===== src/rtl/tcp_pkg.sv =====
// Contract
// - on counter/compare match set, clear or toggle the channel level per control field
// - match sets the match flag; interrupt only when channel irq enable is 1
// - match raises the dma request only when channel dma enable is 1
// - enabled output equals prepare signal at polarity 0, inverted otherwise
// - control codes 3'b110 and 3'b111 select pwm mode 0 and mode 1
// - edge pwm period follows reload value, duty follows compare value
// - center pwm period is twice reload, duty twice compare
// - compare above reload: pwm0 always inactive, pwm1 always active
// - on match code 0 keeps level, code 1 drives high, code 3 drives low
// - code 4 forces inactive, code 5 forces active, ignoring comparison
// - pwm level chosen from count direction and counter versus compare
// - clear enable with high external trigger holds prepare low until update
// - per channel shadow enable picks buffered or direct compare writes
// - compare value may be rewritten while the counter runs
// - counting and compare matches start only after run enable is 1
// - transfer buffer accesses map to register at dma start address
// - each dma event gives burst count plus one requests at rising word addresses
// - every new dma event restarts the burst from the start address
// - debug halt with hold bit set stops the counter
// - update event loads reload, prescaler and compare shadows from preload
package tcp_pkg;
    localparam int NCH       = 4;
    localparam int CW        = 16;
    localparam int CHW       = 2;
    localparam int CH_STRIDE = 8;
    // register word indexes, byte address is four times the index
    localparam logic [5:0] IX_CTL    = 6'h00;
    localparam logic [5:0] IX_CHCTL  = 6'h01;
    localparam logic [5:0] IX_INTEN  = 6'h02;
    localparam logic [5:0] IX_FLAGS  = 6'h03;
    localparam logic [5:0] IX_COUNT  = 6'h04;
    localparam logic [5:0] IX_RELOAD = 6'h05;
    localparam logic [5:0] IX_PSC    = 6'h06;
    localparam logic [5:0] IX_CMP0   = 6'h07;
    localparam logic [5:0] IX_DMACFG = 6'h0B;
    localparam logic [5:0] IX_DMATB  = 6'h0C;
    // control bits
    localparam int CTL_RUN = 0;
    localparam int CTL_DOWN = 1;
    localparam int CTL_CENTER = 2;
    localparam int CTL_ARSE = 3;
    // per channel field positions inside each byte of the channel control word
    localparam int CF_MODE = 0;
    localparam int CF_SHD  = 3;
    localparam int CF_CLR  = 4;
    localparam int CF_POL  = 5;
    localparam int CF_OEN  = 6;
    localparam int IE_IRQ  = 0;
    localparam int IE_DMA  = 8;
    localparam int DC_CNT  = 8;
    localparam logic [CW-1:0] RELOAD_RST = 16'hFFFF;
    typedef enum logic [2:0] {
        OC_FREEZE = 3'h0, OC_HIGH = 3'h1, OC_TOGGLE = 3'h2, OC_LOW = 3'h3,
        OC_FORCE_LO = 3'h4, OC_FORCE_HI = 3'h5, OC_PWM0 = 3'h6, OC_PWM1 = 3'h7
    } tcp_oc_t;
    typedef struct packed {
        logic [7:0]  addr;
        logic [31:0] wdata;
        logic        wr;
        logic        rd;
    } tcp_bus_t;
endpackage : tcp_pkg


===== src/rtl/tcp_compare.sv =====
`timescale 1ns/1ps
module tcp_compare (
    input  wire logic             CLK,
    input  wire logic             RSTN,
    input  tcp_pkg::tcp_bus_t     BUS,
    output logic [31:0]           RDATA,
    input  wire logic             EXT_TRIG,
    input  wire logic             DBG_HALT,
    input  wire logic             DEBUG_HOLD,
    output logic [tcp_pkg::NCH-1:0] CHAN_OUT,
    output logic                  IRQ,
    output logic                  DMA_REQ
);
    import tcp_pkg::*;

    typedef struct packed {
        logic [2:0]                 trig_sync;
        logic                       filtered_ext_trig;
        logic [3:0]                 ctl;
        logic [31:0]                chctl;
        logic [15:0]                inten;
        logic [NCH-1:0]             chan_match_flag;
        logic [CW-1:0]              cnt;
        logic                       dir_down;
        logic [CW-1:0]              psc_cnt;
        logic [CW-1:0]              psc_pre;
        logic [CW-1:0]              psc_sh;
        logic [CW-1:0]              rel_pre;
        logic [CW-1:0]              rel_sh;
        logic [NCH-1:0][CW-1:0]     cmp_pre;
        logic [NCH-1:0][CW-1:0]     cmp_sh;
        logic [NCH-1:0]             clr_lat;
        logic [NCH-1:0]             chan_prep_sig;
        logic [NCH-1:0]             chan_out;
        logic                       irq;
        logic [5:0]                 dstart;
        logic [4:0]                 dcnt;
        logic [4:0]                 didx;
        logic [4:0]                 dleft;
        logic                       dreq;
        logic [31:0]                rdata;
    } tcp_state_t;

    tcp_state_t     s_reg;
    tcp_state_t     s_next;
    logic [1:0]     rst_q_reg;
    logic           rst_n;
    logic           halted;
    logic           tick;
    logic           upd;
    logic           dma_ev;
    logic           dtb;
    logic [5:0]     widx;
    logic [NCH-1:0] match;
    logic [2:0]     mode;
    logic           up_dir;
    logic [2:0]     ch0_mode;

    assign ch0_mode = s_reg.chctl[CF_MODE +: 3];

    always_ff @(posedge CLK or negedge RSTN) begin
        if (!RSTN) begin
            rst_q_reg <= 2'h0;
        end else begin
            rst_q_reg <= {rst_q_reg[0], 1'b1};
        end
    end
    assign rst_n = rst_q_reg[1];

    always_comb begin
        s_next = s_reg;
        // pin sync: accept a new level once second and third stages agree
        s_next.trig_sync = {s_reg.trig_sync[1:0], EXT_TRIG};
        if (s_reg.trig_sync[1] == s_reg.trig_sync[2]) begin
            s_next.filtered_ext_trig = s_reg.trig_sync[2];
        end
        halted = DBG_HALT & DEBUG_HOLD;
        tick = s_reg.ctl[CTL_RUN] & ~halted & (s_reg.psc_cnt == s_reg.psc_sh);
        upd = 1'b0;
        up_dir = s_reg.ctl[CTL_CENTER] ? ~s_reg.dir_down : ~s_reg.ctl[CTL_DOWN];
        if (s_reg.ctl[CTL_RUN] && !halted) begin
            s_next.psc_cnt = tick ? '0 : s_reg.psc_cnt + 16'h0001;
        end
        if (tick) begin
            if (s_reg.ctl[CTL_CENTER]) begin
                if (!s_reg.dir_down) begin
                    if (s_reg.cnt >= s_reg.rel_sh) begin
                        s_next.dir_down = 1'b1;
                        s_next.cnt = s_reg.cnt - 16'h0001;
                        upd = 1'b1;
                    end else begin
                        s_next.cnt = s_reg.cnt + 16'h0001;
                    end
                end else if (s_reg.cnt == '0) begin
                    s_next.dir_down = 1'b0;
                    s_next.cnt = 16'h0001;
                    upd = 1'b1;
                end else begin
                    s_next.cnt = s_reg.cnt - 16'h0001;
                end
            end else if (s_reg.ctl[CTL_DOWN]) begin
                if (s_reg.cnt == '0) begin
                    s_next.cnt = s_reg.rel_sh;
                    upd = 1'b1;
                end else begin
                    s_next.cnt = s_reg.cnt - 16'h0001;
                end
            end else if (s_reg.cnt >= s_reg.rel_sh) begin
                s_next.cnt = '0;
                upd = 1'b1;
            end else begin
                s_next.cnt = s_reg.cnt + 16'h0001;
            end
        end
        // bus access, buffer accesses map to the dma target register
        dtb = (BUS.addr[7:2] == IX_DMATB);
        widx = dtb ? s_reg.dstart + 6'(s_reg.didx) : BUS.addr[7:2];
        if (BUS.wr) begin
            case (widx)
                IX_CTL:    s_next.ctl = BUS.wdata[3:0];
                IX_CHCTL:  s_next.chctl = BUS.wdata;
                IX_INTEN:  s_next.inten = BUS.wdata[15:0];
                IX_FLAGS:  s_next.chan_match_flag = s_reg.chan_match_flag & ~BUS.wdata[NCH-1:0];
                IX_RELOAD: s_next.rel_pre = BUS.wdata[CW-1:0];
                IX_PSC:    s_next.psc_pre = BUS.wdata[CW-1:0];
                IX_DMACFG: begin
                    s_next.dstart = BUS.wdata[5:0];
                    s_next.dcnt = BUS.wdata[DC_CNT +: 5];
                end
                default: begin
                    if (widx >= IX_CMP0 && widx < IX_CMP0 + 6'(NCH)) begin
                        s_next.cmp_pre[CHW'(widx - IX_CMP0)] = BUS.wdata[CW-1:0];
                    end
                end
            endcase
        end
        s_next.rdata = 32'h0000_0000;
        if (BUS.rd) begin
            case (widx)
                IX_CTL:    s_next.rdata = 32'(s_reg.ctl);
                IX_CHCTL:  s_next.rdata = s_reg.chctl;
                IX_INTEN:  s_next.rdata = 32'(s_reg.inten);
                IX_FLAGS:  s_next.rdata = 32'(s_reg.chan_match_flag);
                IX_COUNT:  s_next.rdata = 32'(s_reg.cnt);
                IX_RELOAD: s_next.rdata = 32'(s_reg.rel_pre);
                IX_PSC:    s_next.rdata = 32'(s_reg.psc_pre);
                IX_DMACFG: s_next.rdata = 32'({s_reg.dcnt, 2'h0, s_reg.dstart});
                default: begin
                    if (widx >= IX_CMP0 && widx < IX_CMP0 + 6'(NCH)) begin
                        s_next.rdata = 32'(s_reg.cmp_pre[CHW'(widx - IX_CMP0)]);
                    end
                end
            endcase
        end
        // shadow loads
        if (upd) begin
            s_next.psc_sh = s_reg.psc_pre;
            s_next.rel_sh = s_reg.rel_pre;
        end
        if (!s_reg.ctl[CTL_ARSE]) begin
            s_next.rel_sh = s_next.rel_pre;
        end
        dma_ev = 1'b0;
        match = '0;
        mode = OC_FREEZE;
        for (int i = 0; i < NCH; i++) begin
            if (!s_reg.chctl[i*CH_STRIDE+CF_SHD]) begin
                s_next.cmp_sh[i] = s_next.cmp_pre[i];
            end else if (upd) begin
                s_next.cmp_sh[i] = s_reg.cmp_pre[i];
            end
            match[i] = tick & (s_reg.cnt == s_reg.cmp_sh[i]);
            mode = s_reg.chctl[i*CH_STRIDE+CF_MODE +: 3];
            case (mode)
                OC_FREEZE:   s_next.chan_prep_sig[i] = s_reg.chan_prep_sig[i];
                OC_HIGH:     if (match[i]) s_next.chan_prep_sig[i] = 1'b1;
                OC_TOGGLE:   if (match[i]) s_next.chan_prep_sig[i] = ~s_reg.chan_prep_sig[i];
                OC_LOW:      if (match[i]) s_next.chan_prep_sig[i] = 1'b0;
                OC_FORCE_LO: s_next.chan_prep_sig[i] = 1'b0;
                OC_FORCE_HI: s_next.chan_prep_sig[i] = 1'b1;
                OC_PWM0: begin
                    if (s_reg.cmp_sh[i] > s_reg.rel_sh) s_next.chan_prep_sig[i] = 1'b0;
                    else if (up_dir) s_next.chan_prep_sig[i] = s_reg.cnt < s_reg.cmp_sh[i];
                    else s_next.chan_prep_sig[i] = s_reg.cnt <= s_reg.cmp_sh[i];
                end
                OC_PWM1: begin
                    if (s_reg.cmp_sh[i] > s_reg.rel_sh) s_next.chan_prep_sig[i] = 1'b1;
                    else if (up_dir) s_next.chan_prep_sig[i] = s_reg.cnt >= s_reg.cmp_sh[i];
                    else s_next.chan_prep_sig[i] = s_reg.cnt > s_reg.cmp_sh[i];
                end
                default:     s_next.chan_prep_sig[i] = s_reg.chan_prep_sig[i];
            endcase
            // external clear latch, set wins over the update release
            if (upd) s_next.clr_lat[i] = 1'b0;
            if (s_reg.chctl[i*CH_STRIDE+CF_CLR] && s_reg.filtered_ext_trig) begin
                s_next.clr_lat[i] = 1'b1;
            end
            if (s_next.clr_lat[i]) s_next.chan_prep_sig[i] = 1'b0;
            if (s_reg.chctl[i*CH_STRIDE+CF_OEN]) begin
                s_next.chan_out[i] = s_next.chan_prep_sig[i] ^ s_reg.chctl[i*CH_STRIDE+CF_POL];
            end else begin
                s_next.chan_out[i] = s_reg.chctl[i*CH_STRIDE+CF_POL];
            end
            if (match[i]) s_next.chan_match_flag[i] = 1'b1;
            if (match[i] && s_reg.inten[IE_DMA+i]) dma_ev = 1'b1;
        end
        s_next.irq = |(s_next.chan_match_flag & s_next.inten[IE_IRQ +: NCH]);
        // dma burst sequencing
        if (dtb && (BUS.wr || BUS.rd) && s_reg.dreq) begin
            if (s_reg.dleft == '0) begin
                s_next.dreq = 1'b0;
            end else begin
                s_next.dleft = s_reg.dleft - 5'h01;
                s_next.didx = s_reg.didx + 5'h01;
            end
        end
        if (dma_ev) begin
            s_next.dreq = 1'b1;
            s_next.didx = '0;
            s_next.dleft = s_reg.dcnt;
        end
    end

    always_ff @(posedge CLK or negedge rst_n) begin
        if (!rst_n) begin
            s_reg <= '0;
            s_reg.rel_pre <= RELOAD_RST;
            s_reg.rel_sh <= RELOAD_RST;
        end else begin
            s_reg <= s_next;
        end
    end

    assign RDATA = s_reg.rdata;
    assign CHAN_OUT = s_reg.chan_out;
    assign IRQ = s_reg.irq;
    assign DMA_REQ = s_reg.dreq;
endmodule : tcp_compare


===== config.mk =====
export PLATFORM = sky130hd
export DESIGN_NAME = tcp_compare
export DESIGN_NICKNAME = d
export VERILOG_FILES = /design/src/rtl/tcp_pkg.sv /design/src/rtl/tcp_compare.sv
export SDC_FILE = /design/constraint.sdc
export NUM_CORES = 1
export LEC_CHECK = 0
export BUFFER_PORTS_ARGS = -buffer_cell sky130_fd_sc_hd__buf_2
export CAP_MARGIN = 20
export CORE_MARGIN = 3
export CORE_UTILIZATION = 25
export DETAILED_ROUTE_END_ITERATION = 12
export PLACE_DENSITY = 0.4
export SLEW_MARGIN = 25
export SYNTH_ARGS = -nofsm -noshare
export SYNTH_HDL_FRONTEND = slang
export SYNTH_SLANG_ARGS = --single-unit

===== constraint.sdc =====
create_clock -name CLK -period 12.1 [get_ports CLK]
set_input_delay 0.605 -clock CLK [delete_from_list [all_inputs] [get_ports CLK]]
set_output_delay 0.605 -clock CLK [all_outputs]
set_load 0.05 [all_outputs]

* Word-level counts from Yosys, hierarchy flattened
Cells that the tools add are included.
Widths: inputs -> output; s select.
** Storage, ports and cells
- Flip-flop bits (word level) :: 354
- Input port bits :: 47
- Output and inout port bits :: 38
- Word-level logic and storage cells :: 271
** Cells by class
- $add $sub $neg :: 7
- $lt $le $gt $ge :: 25
- Eq/ne operators :: 48
- Mux-type cells :: 103
- Bitwise gates (word level) :: 21
- Reduce and logical (&&, ||, !) cells :: 34
** Operators by type and width (number)
- $mux 16 :: 22
- $pmux 32 s8 :: 1
- $mux 64 :: 3
- $gt 16x16->1 :: 8
- $eq 16x16->1 :: 5
- $ge 16x16->1 :: 5
- $bwmux 64 :: 1
- $le 16x16->1 :: 4
- $lt 16x16->1 :: 4
- $mux 1 :: 61
- $eq 3x3->1 const B :: 16
- $add 16x1->16 const B :: 2
- $bmux 16 s2 :: 1
- $demux 16 s2 :: 1
- $mux 32 :: 1
- $pmux 1 s8 :: 4
- $eq 3x2->1 const B :: 8
- $mux 11 :: 2
- $eq 6x3->1 const B :: 3
- $mux 17 :: 1
- $logic_not 16->1 :: 1
- $reduce_and 2->1 :: 8
- $sub 16x1->16 const B :: 1
- $logic_and 1x1->1 :: 13
- 32 further kinds :: 62

* Longest topological paths before layout
Gate-level depths: netlist of the first run.
- Word-level depth :: 12
- Mapped depth :: 16
- Depth with buffers taken out :: 14

* Worst setup path after synthesis of the first run
No wires, ideal clock.
- Kind :: input-to-reg
- Start :: in BUS[40] (netlist bit)
- End :: reg s_reg[91] (netlist bit)
- Library setup time :: 142 ps
- Arrival time :: 3994 ps
- Setup slack :: 7965 ps
- Stages on the path :: 15
- Path buffers :: 4
- Cells stage by stage :: nand4bb_2 > nor2_1 > a21oi_2 > clkbuf_1 > inv_1 > ha_1 > or4b_2 > mux2i_1 > and4_1 > buf_4 > nand2b_1 > buf_2 > buf_2 > o22ai_1 > a31oi_1
** On the way
- Cells in the longest elaborated chain, start to end :: 12
- Elaborated cells between the ends (all ways) :: 24
- Classes of those cells :: 1 x add/sub; 4 x order compare; 7 x eq/ne; 8 x mux; 4 x reduce/logical
** RTL lines
- start: declaration :: RTL line tcp_compare.sv:5 : input tcp_pkg::tcp_bus_t BUS,
- $eq 6x4->1 :: RTL line tcp_compare.sv:116 : dtb = (BUS.addr[7:2] == IX_DMATB);
- $mux 6 * :: RTL line tcp_compare.sv:117 : widx = dtb ? s_reg.dstart + 6'(s_reg.didx) : BUS.addr[7:2];
- $sub 2x2->2 :: RTL line tcp_compare.sv:132 : s_next.cmp_pre[CHW'(widx - IX_CMP0)] = BUS.wdata[CW-1:0];
- $lt 2x3->1 (not written as such) / $ge 2x1->1 (equally long branches) :: RTL line tcp_compare.sv:132
- $logic_and 1x1->1 (not written as such) :: RTL line tcp_compare.sv:132
- $mux 16 (not written as such) :: RTL line tcp_compare.sv:132
- $demux 16 s2 :: RTL line tcp_compare.sv:132
- $bwmux 64 :: RTL line tcp_compare.sv:132
- $mux 64 :: RTL line tcp_compare.sv:131 : if (widx >= IX_CMP0 && widx < IX_CMP0 + 6'(NCH)) begin
- $mux 64 * :: RTL line tcp_compare.sv:119 : case (widx)
- $mux 64 * :: RTL line tcp_compare.sv:118 : if (BUS.wr) begin
- $mux 16 * :: RTL line tcp_compare.sv:167 : if (!s_reg.chctl[i*CH_STRIDE+CF_SHD]) begin
- end signal: assignment :: RTL line tcp_compare.sv:230 : s_reg <= s_next;
- end: declaration :: RTL line tcp_compare.sv:44 : tcp_state_t s_reg;
Every way passes the cells marked *; elsewhere a longest branch is shown, timed or not.
A chain may end at the register's enable or synchronous reset.

* Final worst setup path of the first run
- Start :: reg s_reg[38] (netlist bit)
- End :: reg s_reg[95] (netlist bit)
** On the way
- Cells in the longest elaborated chain, start to end :: 12
- Elaborated cells between the ends (all ways) :: 24
- Classes of those cells :: 2 x add/sub; 4 x order compare; 6 x eq/ne; 8 x mux; 4 x reduce/logical
** RTL lines (RTL line)
- $add 6x5->6 * :: tcp_compare.sv:117
- $mux 6 * :: tcp_compare.sv:117
- $sub 2x2->2 :: tcp_compare.sv:132
- $lt 2x3->1 (not written as such) / $ge 2x1->1 (equally long branches) :: tcp_compare.sv:132
- $logic_and 1x1->1 (not written as such) :: tcp_compare.sv:132
- $mux 16 (not written as such) :: tcp_compare.sv:132
- $demux 16 s2 :: tcp_compare.sv:132
- $bwmux 64 :: tcp_compare.sv:132
- $mux 64 :: tcp_compare.sv:131
- $mux 64 * :: tcp_compare.sv:119
- $mux 64 * :: tcp_compare.sv:118
- $mux 16 * :: tcp_compare.sv:167
Marked as above.

==> results of run 1 <==
## synthesized netlist by cell type, types with 8 or more instances
master	instances
nor2_1	111
o21ai_0	68
xor2_1	30
xnor2_1	33
nand4_1	39
inv_1	102
a222oi_1	9
and3_1	24
nor2b_1	17
dfstp_2	32
buf_4	42
a211oi_1	23
a31oi_1	67
clkbuf_1	87
nand3_1	49
nand2_1	123
dfrtp_1	322
a21o_1	14
nor3_1	24
or2_2	8
mux2_2	179
a22oi_1	21
a21boi_0	15
o211ai_1	16
ha_1	167
a21oi_1	80
nand2b_1	21
buf_2	20
a221oi_1	24
mux4_2	16
o22ai_1	84
and4_1	9
nor4_1	16
## stage by stage
| step | power [W] | utilization, % | setup WS, ns |
|---|---|---|---|
| 6_report | 0.004861 | 28.95 | 7.177 |
| 5_1_grt | 0.005168 | 28.95 | 6.896 |
| 4_1_cts | 0.004894 | 28.91 | 7.207 |
| 3_5_place_dp | 0.003463 | 27.04 | 7.043 |
| 3_3_place_gp | 0.003421 | 26.97 | 7.019 |
| 2_1_floorplan | 0.002774 | - | 1.559 |
## what timing repair did
| item | CTS | global route |
|---|---|---|
| resized for setup | 0 | 0 |
| hold buffers | 1 | 0 |
| endpoints found under the hold margin | 2 | 0 |
## worst max-delay path by stage
stage / to / startpoint / slack (ns)
floorplan: CHAN_OUT[0]$_DFF_PN0_ / rst_q_reg[1]$_DFF_PN0_ / 1.56
global placement: s_reg[81]$_DFFE_PN0P_ / BUS[39] / 7.02
detailed placement: s_reg[92]$_DFFE_PN0P_ / BUS[39] / 7.04
CTS: s_reg[95]$_DFFE_PN0P_ / s_reg[38]$_DFFE_PN0P_ / 7.21
global route: s_reg[92]$_DFFE_PN0P_ / s_reg[38]$_DFFE_PN0P_ / 6.90
finish: s_reg[95]$_DFFE_PN0P_ / s_reg[38]$_DFFE_PN0P_ / 7.18
## logic make-up after synthesis
kind of cell,after synthesis,synth area share (%)
AO/OA/AOI/OAI,485,15.56
XOR/XNOR,63,2.636
adder cells (fa/ha/maj),169,10.13
buffers and inverters,258,5.643
flip-flops,354,42.52
multiplexers,202,11.69
other,1,0.01792
AND/OR/NAND/NOR,483,11.81
## per-layer routing
layer,global-route usage (%),routed length (um),up-vias,share of wire (%)
met2,30.32,38030,458,48
met3,2.509,3619,103,4.5
met1,24.59,35970,8484,45
met5,0,0,-,0
li1,-,-,7461,-
met4,5.498,2292,0,2.9
## cell type report
type | instances | area, um2 | area share, %
clock buffers | 61 | 1256 | 5.260
clock inverters | 22 | 279.0 | 1.168
inverters | 102 | 382.9 | 1.603
multi-input cells | 1403 | 10890 | 45.62
flip-flops and latches | 354 | 8902 | 37.27
well taps | 1070 | 1339 | 5.606
repair buffers | 130 | 829.5 | 3.473
## power groups by stage
stage / logic [W] / clock network, W / registers [W]
2_1_floorplan: 0.00122 / 0 / 0.00156
3_3_place_gp: 0.00178 / 0 / 0.00164
3_5_place_dp: 0.00182 / 0 / 0.00164
4_1_cts: 0.00183 / 0.00144 / 0.00162
5_1_grt: 0.00204 / 0.00148 / 0.00165
6_report: 0.00184 / 0.00140 / 0.00162
## worst max-delay path, cell delays in order (launching register included)
cell,delay (ns)
dfrtp_1,0.42
ha_1,0.34
a21oi_2,0.14
buf_4,0.42
inv_1,0.16
ha_1,0.48
or4b_2,0.73
mux2i_1,0.23
and4_1,0.22
buf_4,0.29
nand2b_1,0.56
nand2_4,0.47
o22ai_1,0.14
a31oi_1,0.18
==> impl_metrics.ini, run 1 <==
[yosys]
synth-seq-area-share_pct = 42.52
synthesis.nets = 2230
ys_types = 87
ys.flop_type = dfrtp_1
synth-seq-cells = 354
synth_area_leaders = dfrtp_1 38%, ha_1 10%, mux2_2 9.6%
async_flop_share_pct = 100.0
synth_top_area_share_pct = 38.50
synth_edf_count = 0
yosysTopAreaCell = dfrtp_1
syn_inst = 2015
yosysWarningCount = 0
syn_avg_cell_area_um2 = 10.39
synth.cell_area_um2 = 20930

[detailed_routing]
routed_wl_um = 79910
ant_nets = 0
wl_per_cell_um = 25.43
vias_per_cell = 5.253
drc = 0
first_pass_iters = 6
drtIter0Drc = 1456
via_count = 16506

[finish]
largest_register_ffs = 306
drive_gt1_share_pct = 22.73
syn2layout_area_growth_pct = 14.11
final_common_cell = dfrtp_1
nets = 2251
diodes = 0
layoutNonFillerInstCount = 3142
fin_area_um2 = 23880
nFillCells = 8580
most-common-layout-cells = 321 x dfrtp_1, 179 x mux2_2, 167 x ha_1

[power]
ir_worst_vdd_v = 0.0001044
switching_share_pct = 40.23
p_clk_share_pct = 28.8
p_leak_nw = 10.63
power_density_nw_per_um2 = 203.5
power_frac_comb_pct = 37.8
p_sw_w = 0.001956
p_seq_share_pct = 33.4
internal_power_w = 0.002905

[critical_path]
worst_r2r_path_depth = 13
timing.rr.start = s_reg[38]$_DFFE_PN0P_
critPathKind = register to register
cp-end-kind = register
reg2reg_to = s_reg[95]$_DFFE_PN0P_
critical_path_required_ns = 12.60
r2r_slack_ns = 7.18
start_kind = register
cp.arrival_ns = 5.42
crit_fanout = 19

[clock_tree]
insertion_delay_ns = 0.60
cts_root_buf = clkbuf_16
cts_setup_buffers = 0
cts_tree = yes
cts_sinks = 354
cts_buffer_depth = 3
cts_buffers = 45
clkSlewWorstSetupHoldPaths_ns = 0.06
cts_htree_levels = 2

[die]
die_x_um = 295.3
core-area_um2 = 82500
io_pins = 85
start_util_pct = 25.37
fp.dieH_um = 295.3
die_area_um2 = 87230
rows = 105

[timing]
setup_viol = 0
finalHoldViolations = 0
fin_skew_ns = 0.02665
timing.fmax_mhz = 203.1
holdWs_ns = 0.1281
max_slew_margin_pct = 27.21
setup_tns_ns = 0
rsz0062_at_grt = false
period_share_pct = 40.69
period_minus_slack_ns = 4.923
final_max_slew_viol_count = 0
worst_pin_slew_ns = 1.092

[global_routing]
grt_overflow = 0
grt_pass1_vias = 16673
grt_pass1_wl_um = 117200
grt_max_degree = 158
antenna_found_initial = 2
grt_usage_pct = 18.21

[place]
place_area_um2 = 22310
portBuffers = 82
placedCellCount = 3057
dpl.hpwl_um = 56230
gp_congestion = 0.8806

[worst_hold_path]
holdPathStages = 1
hold_end = s_next[350]$_DFF_PN0_
hold_path_class = primary input to register
hp-start = EXT_TRIG

[outcome]
status = completed

[job]
drv_cap = 0
Note: power is estimated with default switching activity, not from simulation.
==> inputs of run 2 (changes only) <==
ABC_AREA = 1   (was not set)
PLACE_DENSITY = 0.41   (was 0.4)
clock period = 4.5 ns   (was 12.1 ns; I/O delays follow)
==> impl_metrics.ini, run 2 <==
[outcome]
status = completed

[clock_tree]
cts_root_buf = clkbuf_16
postCtsHoldBufs = 23
cts_sinks = 354
cts_buffer_depth = 3
ctsResizeCount = 0
cts_htree_levels = 2
clkSlewWorstSetupHoldPaths_ns = 0.06
insertion_delay_ns = 0.60
cts_setup_buffers = 0
cts_tree = yes
cts_buffers = 47

[detailed_routing]
routed_wl_um = 90120
drtIter0Drc = 1718
first_pass_iters = 6
wl_per_cell_um = 20.61
ant_nets = 0
drc = 0
via_count = 20617
vias_per_cell = 4.716

[timing]
max_slew_margin_pct = 33.24
final_max_slew_viol_count = 0
period_share_pct = 88.53
setup_tns_ns = 0
period_minus_slack_ns = 3.984
timing.fmax_mhz = 251.0
finalHoldViolations = 0
worst_pin_slew_ns = 1.000
fin_skew_ns = 0.01538
setup_viol = 0
rsz0062_at_grt = false

[finish]
nFillCells = 9912
syn2layout_area_growth_pct = 15.44
diodes = 0
most-common-layout-cells = 812 x nand2_1, 369 x inv_1, 321 x dfrtp_1
final_common_cell = nand2_1
largest_register_ffs = 306
nets = 3372
drive_gt1_share_pct = 10.01

[yosys]
synth-seq-cells = 354
synth_area_leaders = dfrtp_1 35%, nand2_1 13%, ha_1 9.1%
synthAdderAreaFrac_pct = 9.268
synthMuxAreaShare_pct = 0
synth_top_family_by_area = simple AND/OR/NAND/NOR gates
yosys-top-cells-count = 812 x nand2_1, 369 x inv_1, 322 x dfrtp_1
syn_avg_cell_area_um2 = 7.442
yosysWarningCount = 0
synth_xor_xnor_area_share_pct = 1.226
synth_edf_count = 0
async_flop_share_pct = 100.0
synth_compound_area_share_pct = 11.24
synth.cell_area_um2 = 22870
ys_types = 58
synth-seq-area-share_pct = 38.91
syn_inst = 3073
yosysTopAreaCell = dfrtp_1
ys.flop_type = dfrtp_1
synthesis.nets = 3288
yosys.area_share.simple_pct = 29.21
post-synth-top-count-cell = nand2_1
synth_top_area_share_pct = 35.23

[place]
dpl.hpwl_um = 66790
portBuffers = 82
gp_congestion = 0.8881

[global_routing]
grt_overflow = 0
grt_max_degree = 97
grt_pass1_vias = 19737
antenna_found_initial = 3
grt_usage_pct = 18.86
grt_pass1_wl_um = 133000

[critical_path]
slowest_delay_ns = 0.56
path_cells = ha_1 > fa_1 > a21oi_1 > inv_1 > ha_1 > inv_1 > buf_4 > o21ai_0 > a21oi_1 > o21ai_0 > nand2_1 > nand2_1 > nor2_1
cp.arrival_ns = 4.42
critPathKind = register to register
crit_fanout = 14
cp-end-kind = register
critical_path_required_ns = 4.94
slowest_stage = ha_1
start_kind = register

[die]
core-area_um2 = 90420
die_x_um = 308.5
io_pins = 85
fp.dieH_um = 308.5
die_area_um2 = 95140
rows = 110
start_util_pct = 25.29

[power]
ir_worst_vdd_v = 0.0002578
p_leak_nw = 12.97
power_density_nw_per_um2 = 437.4
power_w = 0.01155

[job]
drv_cap = 0

[worst_hold_path]
hold_path_class = primary input to register
## run 2: changes by cell type after synthesis, sizes merged, moves of 24 or more
cell,change
o21ai,+204
clkbuf,-40
nand2,+694
nand3,+161
a21oi,+96
a31oi,-66
nor2,+114
nand4,+62
mux2,-179
a221oi,-24
o22ai,-81
xnor2,-28
and2,+58
inv,+278
## run 2: path summary, 6_finish.rpt
kind,start,endpoint,slack (ns),cells after the start
worst max-delay path,s_reg[38]$_DFFE_PN0P_,RDATA[8]$_DFF_PN0_,0.52,13
worst min-delay path,DEBUG_HOLD,s_reg[260]$_DFFE_PN0P_,0.04,5
worst max register to register,s_reg[38]$_DFFE_PN0P_,RDATA[8]$_DFF_PN0_,0.52,13
worst min register to register,rst_q_reg[0]$_DFF_PN0_,rst_q_reg[1]$_DFF_PN0_,0.35,0
max in group asynchronous,rst_q_reg[1]$_DFF_PN0_,s_reg[261]$_DFFE_PN0P_,2.96,1
min in group asynchronous,rst_q_reg[1]$_DFF_PN0_,s_reg[161]$_DFF_PN0_,0.44,0
## run 2: layer usage
layer	track usage, %	wire [um]	vias up
li1	-	-	10170
met1	28.20	45500	9864
met2	28.68	38360	483
met3	2.342	4108	100
met4	4.620	2157	0
met5	0	0	-
## run 2: area by class of cell
type	count	area, um2	area share (%)
repair buffers	173	1214	4.597
multi-input cells	2183	11650	44.14
flip-flops and latches	354	8902	33.72
clock inverters	13	232.7	0.8815
clock buffers	75	1434	5.431
well taps	1176	1471	5.573
inverters	398	1494	5.658
## run 2: through the flow
| step | cell area (um2) | worst slack, ns | hold WS, ns | cells | util [%] |
|---|---|---|---|---|---|
| 2_1_floorplan | 22870 | 1.022 | -0.07059 | 3073 | - |
| 4_1_cts | 26400 | 0.6423 | 0.02232 | 4372 | 29.20 |
| 6_report | 26400 | 0.5160 | 0.03731 | 4372 | 29.20 |
| 3_5_place_dp | 24500 | 0.6885 | 0.01215 | 4261 | 27.10 |
| 5_1_grt | 26400 | 0.4486 | 0.08353 | 4372 | 29.20 |
| 3_3_place_gp | 24500 | 0.7274 | 0.01248 | 4261 | 27.10 |
## run 2: kinds of logic (layout without fill, tap and decap cells)
logic type / after synthesis / after routing
AOI/OAI and AO/OA: 490 / 490
buffers and inverters: 536 / 659
DFF: 354 / 354
adders and majority gates: 169 / 169
and+or+nand+nor: 1491 / 1491
xor gates and xnor gates: 32 / 32
other: 1 / 1
## run 2: critical path, delay by kind of cell, from the launching register on
kind | cells | cell delay, ns
fa+ha+maj | 3 | 1.28
compound gates | 4 | 1.04
simple gates | 3 | 0.54
buf+inv | 3 | 0.53
flops | 1 | 0.42
## run 2: report_power, final
group,internal [W],switching [W],leakage [nW],total (W)
Clock,0.00252,0.00156,0.813,0.00408
Sequential,0.00374,0.000454,4.12,0.00420
Combinational,0.00112,0.00214,8.04,0.00327
Total,0.00739,0.00416,13.0,0.0115
